**src/hw/sbss_pkg.sv**
```systemverilog
// sbss_pkg: register map, field layout, reset values and timing constants
// for the servo brake and stop sequencer; assumes a 100 MHz system clock.
package sbss_pkg;

  localparam int unsigned CLK_HZ          = 100_000_000;
  localparam int unsigned TICK_MS         = 10;
  localparam int unsigned TICK_CYC        = CLK_HZ / 1000 * TICK_MS;

  localparam logic [7:0]  ADDR_CTRL       = 8'h00;
  localparam logic [7:0]  ADDR_SPD_THR    = 8'h04;
  localparam logic [7:0]  ADDR_WAIT       = 8'h08;
  localparam logic [7:0]  ADDR_OFF_DELAY  = 8'h0c;
  localparam logic [7:0]  ADDR_STOP_CFG   = 8'h10;
  localparam logic [7:0]  ADDR_STATUS     = 8'h14;
  localparam logic [7:0]  ADDR_MAX_SPEED  = 8'h18;

  localparam logic [13:0] SPD_THR_MAX     = 14'h2710;
  localparam logic [13:0] SPD_THR_RST     = 14'h0064;
  localparam logic [6:0]  WAIT_MIN        = 7'h0a;
  localparam logic [6:0]  WAIT_MAX        = 7'h64;
  localparam logic [6:0]  WAIT_RST        = 7'h32;
  localparam logic [5:0]  OFF_DELAY_MAX   = 6'h32;
  localparam logic [5:0]  OFF_DELAY_RST   = 6'h00;
  localparam logic [1:0]  STOP_SEL_RST    = 2'h0;
  localparam logic        G2_SEL_RST      = 1'b0;
  localparam logic [13:0] MAX_SPEED_RST   = 14'h0bb8;

  localparam int unsigned STOP_SEL_LSB    = 0;
  localparam int unsigned G2_SEL_BIT      = 4;
  localparam int unsigned CTRL_RESTART    = 0;

  typedef enum logic [1:0] {
    SBSS_CTRL_POSITION,
    SBSS_CTRL_SPEED,
    SBSS_CTRL_TORQUE
  } sbss_ctrl_mode_t;

  typedef enum logic [1:0] {
    SBSS_MOTOR_RUN,
    SBSS_MOTOR_DB,
    SBSS_MOTOR_COAST,
    SBSS_MOTOR_ZERO
  } sbss_motor_t;

  typedef enum {
    SBSS_ON,
    SBSS_OFF_DELAY,
    SBSS_SPIN_DOWN,
    SBSS_ZERO_STOP,
    SBSS_HALTED
  } sbss_state_t;

endpackage : sbss_pkg

```
**src/hw/sbss_top.sv**
```systemverilog
// sbss_top: brake release output and stop-method sequencing of a servo drive.
// assumes servo commands and motor speed are synchronous to clk_sys; APB slave.
//
// Behaviour
// - alarm while stopped: stop motor and deassert brake release
// - speed threshold 0..10000 rpm, default 100, used immediately
// - wait time 10..100 in 10 ms units, default 50, used immediately
// - after power off while rotating, apply brake when speed below threshold
// - or when wait time exceeded, whichever comes first
// - threshold above maximum motor speed is limited to maximum speed
// - zero-speed stop: once stopped, use stationary brake timing
// - servo off: select 0 brake-hold, 1 brake-then-coast, 2 coast
// - group one alarm stops as the servo-off stop method
// - group two: zero-speed stop when selection 0, else as group one
// - zero-speed stop forces speed reference to zero
// - group two selection honoured only in position and speed control
// - brake release high means released; drop on alarm or servo off
// - stationary servo off: brake at once, power off after delay 0..50
//
// Implementation choices: the placing of the registers and the APB interface to the registers.
`timescale 1ns/1ns
module sbss_top
  import sbss_pkg::*;
(
  input  wire logic        clk_sys,
  input  wire logic        rst_n,
  input  wire logic        psel,
  input  wire logic        penable,
  input  wire logic        pwrite,
  input  wire logic [7:0]  paddr,
  input  wire logic [31:0] pwdata,
  output logic      [31:0] prdata,
  output logic             pready,
  output logic             pslverr,
  input  wire logic        servo_on_cmd,
  input  wire logic        servo_off_cmd,
  input  wire logic        alarm_group_one,
  input  wire logic        alarm_group_two,
  input  wire logic [1:0]  ctrl_mode,
  input  wire logic [13:0] motor_speed,
  input  wire logic        motor_rotating,
  output logic             brake_release_out,
  output logic             motor_power_en,
  output logic             dynamic_braking,
  output logic             zero_speed_ref
);

  typedef struct packed {
    logic [13:0]  spd_thr;
    logic [6:0]   wait_time;
    logic [5:0]   off_delay;
    logic [13:0]  max_speed;
    logic [1:0]   sel_pending;
    logic         g2_pending;
    logic [1:0]   stop_sel;
    logic         g2_sel;
    logic         restart;
    sbss_state_t  st;
    sbss_motor_t  motor;
    logic         brake_rel;
    logic [19:0]  tick_cnt;
    logic [6:0]   ticks;
    logic [31:0]  rdata;
  } sbss_regs_t;

  sbss_regs_t r;
  sbss_regs_t next_r;

  function automatic logic [13:0] sbss_eff_thr(input logic [13:0] thr,
                                              input logic [13:0] vmax);
    sbss_eff_thr = (thr > vmax) ? vmax : thr;
  endfunction : sbss_eff_thr

  function automatic logic sbss_known(input logic [7:0] a);
    sbss_known = (a == ADDR_CTRL) || (a == ADDR_SPD_THR) || (a == ADDR_WAIT) ||
                 (a == ADDR_OFF_DELAY) || (a == ADDR_STOP_CFG) ||
                 (a == ADDR_STATUS) || (a == ADDR_MAX_SPEED);
  endfunction : sbss_known

  logic acc;
  logic wr;
  logic alarm_any;
  logic use_zero;
  logic tick;
  logic [13:0] thr_eff;

  assign acc       = psel && penable;
  assign wr        = acc && pwrite;
  assign alarm_any = alarm_group_one || alarm_group_two;
  assign tick      = (r.tick_cnt == 20'(TICK_CYC - 1));
  assign thr_eff   = sbss_eff_thr(r.spd_thr, r.max_speed);
  // zero-speed stop only for group two, selection 0, not torque control
  assign use_zero  = alarm_group_two && !alarm_group_one && !r.g2_sel &&
                     (ctrl_mode != 2'(SBSS_CTRL_TORQUE));

  ////////////////////////////////////////////////////////////////////////////
  // register bus and sequencer

  always_comb begin
    next_r = r;
    next_r.restart = 1'b0;
    next_r.tick_cnt = tick ? 20'h0 : r.tick_cnt + 20'h1;
    // read data latched at the setup edge so it stands through the access phase
    if (psel && !penable && !pwrite) begin
      case (paddr)
        ADDR_SPD_THR:   next_r.rdata = {18'h0, r.spd_thr};
        ADDR_WAIT:      next_r.rdata = {25'h0, r.wait_time};
        ADDR_OFF_DELAY: next_r.rdata = {26'h0, r.off_delay};
        ADDR_STOP_CFG:  next_r.rdata = {27'h0, r.g2_pending, 2'h0, r.sel_pending};
        ADDR_STATUS:    next_r.rdata = {19'h0, r.ticks, r.motor, r.brake_rel,
                                        3'(r.st) };
        ADDR_MAX_SPEED: next_r.rdata = {18'h0, r.max_speed};
        default:        next_r.rdata = 32'h0;
      endcase
    end
    if (wr) begin
      case (paddr)
        ADDR_CTRL:      next_r.restart = pwdata[CTRL_RESTART];
        ADDR_SPD_THR:
          if (pwdata[13:0] <= SPD_THR_MAX) next_r.spd_thr = pwdata[13:0];
        ADDR_WAIT:
          if (pwdata[6:0] >= WAIT_MIN && pwdata[6:0] <= WAIT_MAX && pwdata[31:7] == 25'h0)
            next_r.wait_time = pwdata[6:0];
        ADDR_OFF_DELAY:
          if (pwdata[5:0] <= OFF_DELAY_MAX && pwdata[31:6] == 26'h0)
            next_r.off_delay = pwdata[5:0];
        ADDR_STOP_CFG: begin
          if (pwdata[STOP_SEL_LSB +: 2] != 2'h3) next_r.sel_pending = pwdata[1:0];
          next_r.g2_pending = pwdata[G2_SEL_BIT];
        end
        ADDR_MAX_SPEED: next_r.max_speed = pwdata[13:0];
        default: ;
      endcase
    end
    if (r.restart) begin
      next_r.stop_sel = r.sel_pending;
      next_r.g2_sel   = r.g2_pending;
    end
    // brake wait timer in 10 ms ticks, cleared in SBSS_ON and on leaving SBSS_ZERO_STOP
    if (r.st == SBSS_ON) begin
      next_r.ticks = 7'h0;
    end else if (tick && r.ticks != 7'h7f) begin
      next_r.ticks = r.ticks + 7'h1;
    end
    case (r.st)
      SBSS_ON: begin
        next_r.motor = SBSS_MOTOR_RUN;
        next_r.brake_rel = servo_on_cmd ? 1'b1 : r.brake_rel;
        if (alarm_any || servo_off_cmd) begin
          next_r.brake_rel = 1'b0;
          next_r.ticks = 7'h0;
          next_r.tick_cnt = 20'h0;
          if (use_zero && motor_rotating) begin
            next_r.st = SBSS_ZERO_STOP;
            next_r.motor = SBSS_MOTOR_ZERO;
            next_r.brake_rel = 1'b1;
          end else if (!motor_rotating && !alarm_any) begin
            next_r.st = SBSS_OFF_DELAY;
          end else begin
            next_r.st = motor_rotating ? SBSS_SPIN_DOWN : SBSS_HALTED;
            next_r.motor = (r.stop_sel == 2'h2) ? SBSS_MOTOR_COAST
                                                : SBSS_MOTOR_DB;
            next_r.brake_rel = motor_rotating;
          end
        end
      end
      SBSS_OFF_DELAY: begin
        next_r.brake_rel = 1'b0;
        if (alarm_any || r.ticks >= 7'(r.off_delay)) begin
          next_r.st = SBSS_HALTED;
          next_r.motor = (r.stop_sel == 2'h2) ? SBSS_MOTOR_COAST : SBSS_MOTOR_DB;
        end
      end
      SBSS_ZERO_STOP: begin
        if (!motor_rotating) begin
          next_r.st = SBSS_OFF_DELAY;
          next_r.brake_rel = 1'b0;
          next_r.ticks = 7'h0;
        end
      end
      SBSS_SPIN_DOWN: begin
        if (motor_speed < thr_eff || r.ticks > r.wait_time) begin
          next_r.brake_rel = 1'b0;
          next_r.st = SBSS_HALTED;
        end
      end
      SBSS_HALTED: begin
        next_r.brake_rel = 1'b0;
        if (r.motor != SBSS_MOTOR_RUN && !motor_rotating)
          next_r.motor = (r.stop_sel == 2'h0) ? SBSS_MOTOR_DB : SBSS_MOTOR_COAST;
        if (servo_on_cmd && !alarm_any && !servo_off_cmd) begin
          next_r.st = SBSS_ON;
          next_r.motor = SBSS_MOTOR_RUN;
          next_r.brake_rel = 1'b1;
        end
      end
      default: next_r.st = SBSS_HALTED;
    endcase
  end

  always_ff @(posedge clk_sys or negedge rst_n) begin
    if (!rst_n) begin
      r <= '{spd_thr: SPD_THR_RST, wait_time: WAIT_RST, off_delay: OFF_DELAY_RST,
             max_speed: MAX_SPEED_RST, sel_pending: STOP_SEL_RST,
             g2_pending: G2_SEL_RST, stop_sel: STOP_SEL_RST, g2_sel: G2_SEL_RST,
             restart: 1'b1, st: SBSS_HALTED, motor: SBSS_MOTOR_DB,
             brake_rel: 1'b0, tick_cnt: 20'h0, ticks: 7'h0, rdata: 32'h0};
    end else begin
      r <= next_r;
    end
  end

  assign prdata            = r.rdata;
  assign pready            = 1'b1;
  assign pslverr           = acc && !sbss_known(paddr);
  assign brake_release_out = r.brake_rel;
  assign motor_power_en    = (r.st == SBSS_ON) || (r.st == SBSS_OFF_DELAY) ||
                             (r.st == SBSS_ZERO_STOP);
  assign dynamic_braking   = (r.motor == SBSS_MOTOR_DB);
  assign zero_speed_ref    = (r.motor == SBSS_MOTOR_ZERO);
endmodule : sbss_top

```
**config.mk**
```make
export PLATFORM = sky130hd
export DESIGN_NAME = sbss_top
export DESIGN_NICKNAME = d
export VERILOG_FILES = /design/src/hw/sbss_pkg.sv /design/src/hw/sbss_top.sv
export SDC_FILE = /design/constraint.sdc
export NUM_CORES = 1
export LEC_CHECK = 0
export ABC_CLOCK_PERIOD_IN_PS = 4500
export BUFFER_PORTS_ARGS = -buffer_cell sky130_fd_sc_hd__buf_2
export CORE_MARGIN = 2
export CORE_UTILIZATION = 45
export CTS_CLUSTER_SIZE = 30
export DETAILED_ROUTE_END_ITERATION = 8
export GPL_ROUTABILITY_DRIVEN = 0
export PLACE_DENSITY_LB_ADDON = 0.25
export REMOVE_ABC_BUFFERS = 1
export SETUP_SLACK_MARGIN = 0.02
export SKIP_LAST_GASP = 1
export SLEW_MARGIN = 20
export SYNTH_ARGS = -nofsm -noshare
export SYNTH_HDL_FRONTEND = slang
export SYNTH_SLANG_ARGS = --single-unit
```
**constraint.sdc**
```tcl
create_clock -name clk_sys -period 4.5 [get_ports clk_sys]
set_input_delay 0.225 -clock clk_sys [delete_from_list [all_inputs] [get_ports clk_sys]]
set_output_delay 0.225 -clock clk_sys [all_outputs]
set_load 0.02 [all_outputs]
```
# Word-level counts from Yosys, hierarchy flattened
# Cells that the tools add are included.
# Widths: inputs -> output; s select.
dict set report totals {
  in_bits 66
  out_inout_bits 38
  elab_cells 134
  register_bits 142
}
dict set report op_classes {
  magnitude_cmp 8
  addsub 2
  mux 28
  reduce_logical 55
  n_eq_ne 26
}
# cell count
set op_table {}
lappend op_table {{$pmux 32 s5} 1}
lappend op_table {{$eq 32x2->1 const B} 3}
lappend op_table {{$pmux 14 s6} 1}
lappend op_table {{$mux 35} 2}
lappend op_table {{$eq 32x3->1 const B} 2}
lappend op_table {{$logic_not 32->1} 2}
lappend op_table {{$mux 32} 2}
lappend op_table {{$mux 62} 1}
lappend op_table {{$mux 20} 2}
lappend op_table {{$mux 34} 1}
lappend op_table {{$eq 32x1->1 const B} 1}
lappend op_table {{$logic_not 26->1} 1}
lappend op_table {{$logic_not 25->1} 1}
lappend op_table {{$eq 8x5->1 const B} 3}
lappend op_table {{$mux 7} 3}
lappend op_table {{$add 20x1->20 const B} 1}
lappend op_table {{$eq 20x20->1 const B} 1}
lappend op_table {{$logic_and 1x1->1} 17}
lappend op_table {{$eq 8x4->1 const B} 2}
lappend op_table {{$reduce_and 3->1} 5}
lappend op_table {{$gt 14x14->1} 1}
lappend op_table {{$le 14x14->1 const B} 1}
lappend op_table {{$lt 14x14->1} 1}
lappend op_table {{$mux 14} 1}
lappend op_table {{28 further kinds} 63}

# Logic depth before layout (Yosys ltp)
dict set report logic_depth {
  depth_word 9
  mapped_depth 16
  depth_no_buf 15
}

# Worst setup path after synthesis
# Ideal clock, no wire load.
dict set report synth_path {
  path_kind {reg-to-reg}
  start {reg r[106] (netlist name)}
  end {reg r[63] (netlist name)}
  required_ns 4.381
  period_less_slack_ns 3.846
  slack_ns 0.654
  stages_incl_launch_ff 17
  n_path_buf 1
  arrival_ns 3.727
  cell_sequence {dfstp_2 inv_1 ha_1 nand4_1 o21bai_1 a311oi_1 nor3_1 nor2_1 buf_2 mux2i_1 ha_1 a2111oi_0 o21ai_0 a311oi_1 nor2_1 a21oi_1 a21bo_2}
}
dict set report synth_between {
  elab_chain_cells 6
}
# element line
set synth_lines {}
lappend synth_lines {{from (decl)} sbss_top.sv:66} ;# sbss_regs_t r;
lappend synth_lines {{from (signal assigned)} sbss_top.sv:203} ;# r <= '{spd_thr: SPD_THR_RST, wait_time: WAIT_RST, off_delay: OFF_DELAY_RST,
lappend synth_lines {{from (signal assigned)} sbss_top.sv:209} ;# r <= next_r;
lappend synth_lines {{$gt 14x14->1} sbss_top.sv:71} ;# sbss_eff_thr = (thr > vmax) ? vmax : thr;
lappend synth_lines {{$mux 14 (*)} sbss_top.sv:71}
lappend synth_lines {{$lt 14x14->1 (*)} sbss_top.sv:182} ;# if (motor_speed < thr_eff || r.ticks > r.wait_time) begin
lappend synth_lines {{$logic_or 1x1->1 (*)} sbss_top.sv:182}
lappend synth_lines {{$ne 2x2->1 (no line) (*)} n/a}
lappend synth_lines {{$reduce_and 5->1 (no line) (*)} n/a}
# Every way passes the cells marked *; elsewhere a longest branch is shown, timed or not.
# A chain may end at the register's enable or synchronous reset.

# Worst setup path after layout
dict set report layout_path {
  start {reg r[104] (netlist name)}
  end {reg r[63] (netlist name)}
}
# The elaborated chain is that of the path after synthesis.

==> out/qor.yml <==
p_per_area_nw_per_um2: 322.7
cts_resized: 0
postCtsSetupRepairBufs: 0
mappedNetlistArea_um2: 6160
period_minus_slack_ps: 4169
drt-met1-wl_um: 6788
worst_hold_slack_ps: 143.6
drc_errors: 0
final_area_um2: 6867
grt_pass1_vias: 4913
fin_util_pct: 51.65
top_layer: "met4"
final_net_count: 803
synthSimpleGateAreaFrac_pct: 16.66
status: "finished clean"
ios: 104
final_cell_mix: "buf_2 (83), dfrtp_1 (79), nor2_1 (61), ha_1 (42), mux2_2 (38)"
p_total_mw: 2.216
finalCritPeriodShare_pct: 92.65
synth_edf_count: 0
synth-adder-area-share_pct: 8.531
syn2layout_area_growth_pct: 11.48
r2r_start: "r[104]"
drive_gt1_share_pct: 24.29
seq_area_frac_synth_pct: 38.92
end_kind: "register"
avgSynthCellArea_um2: 9.716
grt_setup_unrepaired: "false"
drv_slew: 0
grt_max_degree: 50
dr.pass1.iters: 5
place_inst: 859
die-area_um2: 14640
grt_pass1_wl_um: 25340
final_common_cell: "buf_2"
fp-row-count: 42
drv_cap: 0
muxShareOfSynthArea_pct: 12.96
worstRegToRegCells: 16
wire_per_inst_um: 18.07
cp.arrival_ps: 4420
critPathKind: "reg2reg"
place_area_um2: 6545
route.vias.total: 4977
synth_cell_types: 60
synth_compound_area_share_pct: 11.94
fp.dieW_um: 121.0
min-delay-start: "pwdata[12]"
clk_pin_slew_ps: 70
hold_path_class: "in2reg"
endpoint: "r[63]"
cp_max_fo: 8
cp_data_required_time_ps: 4750
clk_latency_ps: 360
r2r_end: "r[63]"
synth_cells: 634
synth_area_leaders: "dfrtp_1 (32%), ha_1 (8.5%), mux2_2 (6.9%)"
tightest_slew_ps: 797.7
h-tree-depth: 3
die_h_um: 121.0
cts_buffers: 9
fin_tns_setup_ps: 0
postCtsHoldBufs: 1
startpoint: "r[104]"
final_cells: 876
grt_overflow: 0
start_kind: "register"
ys.flop_type: "dfrtp_1"
tritoncts: "done"
max_slew_margin_pct: 45.44
viasPerCell: 5.682
antenna_cells: 0
ys_ff_latch: 95
synth-xor-area-share_pct: 3.270
synth_largest_area_cell: "dfrtp_1"
hpwl_um: 12150
drt_iter0_drc: 257
ir_drop_v: 0.0002363
hold_viol: 0
dp_slack_ps: 346.5
netlist.area_leader.share_pct: 32.09
yosys_warnings: 0
rrSetupSlack_ps: 330
drt_wl_total_um: 15830
power.leakage_nw: 3.225
finalSetupViolCount: 0
clk_path_buf_depth: 2
start_util_pct: 46.33
finClkSkew_ps: 7.899
dr_wl_met2_um: 7580
grt_use_total_pct: 22.39
cts_root_buf: "clkbuf_16"
synth_top_family_by_area: "simple AND/OR/NAND/NOR gates"
antenna_found_initial: 0
drtAntennaViolNets: 0
clkSinkCount: 95
design.core.area_um2: 13300
met3_length_um: 848
clock.fmax_mhz: 239.9
worst_slack_ps: 330.8
port_buffers: 84
async_flop_share_pct: 100.0
cell usage after synthesis, types with 4 or more instances:
master	instances
dfrtp_1	79
nor2_1	61
ha_1	42
mux2_2	38
nand2_1	35
buf_4	33
inv_1	31
a21oi_1	26
nand3_1	25
o21ai_0	23
mux2i_1	22
clkbuf_1	19
nor3_1	17
dfstp_2	16
xnor2_1	13
nand4_1	11
a21o_1	10
mux2_4	10
nor4_1	10
xor2_1	10
and3_1	9
and2_1	8
nand2b_1	8
nor2b_1	7
a222oi_1	6
or3_1	5
a221oi_1	4
a22oi_1	4
worst min path at each step:
| stage | end | slack, ps | cells after the start |
|---|---|---|---|
| 2_1_floorplan | brake_release_out | -70 | 0 |
| 3_3_place_gp | r[53] | 280 | 1 |
| 3_5_place_dp | r[55] | 290 | 1 |
| 4_1_cts | r[140] | 130 | 2 |
| 5_1_grt | r[114] | 140 | 2 |
| 6_report | r[140] | 140 | 2 |
metal layers:
layer	track usage [%]	vias up
li1	-	2351
met1	28.48	2448
met2	36.31	142
met3	3.806	36
met4	12.06	0
met5	0	-
registers in the layout, summed over array words and instances, names as in the netlist:
name               count
r                     80
prdata                14
brake_release_out      1
area by class of cell:
class                   count  area [µm²]
repair buffers             89       462.9
inverters                  31       116.4
clock buffers               9       225.2
clock inverters             7       86.33
fillers                  1218        6429
multi-input cells         469        3358
flip-flops and latches     95        2397
well taps                 176       220.2
kinds of logic after synthesis:
logic type / count (synthesis)
fa+ha+maj: 42
mux: 70
simple gates: 207
xor+xnor: 23
compound gates: 108
flops: 95
buf+inv: 87
other cells: 2
critical path: stages (launching register included):
cell and delay, ps:
dfstp_2 560, inv_1 60, ha_1 320, nand4_1 140, o21bai_1 190, a311oi_1 400
nor3_1 110, nor2_1 270, buf_4 250, mux2i_1 220, ha_1 270, a2111oi_0 320
o21ai_0 140, a311oi_1 290, nor2_1 150, a21oi_1 150, a21bo_2 230
where the power goes:
group	internal (mW)	total [mW]	leakage (nW)	switching [mW]
combinational	0.173	0.439	1.81	0.266
clock	0.444	0.810	0.150	0.366
sequential	0.901	0.967	1.26	0.0658
No activity file was read; power rests on OpenSTA's default activity.
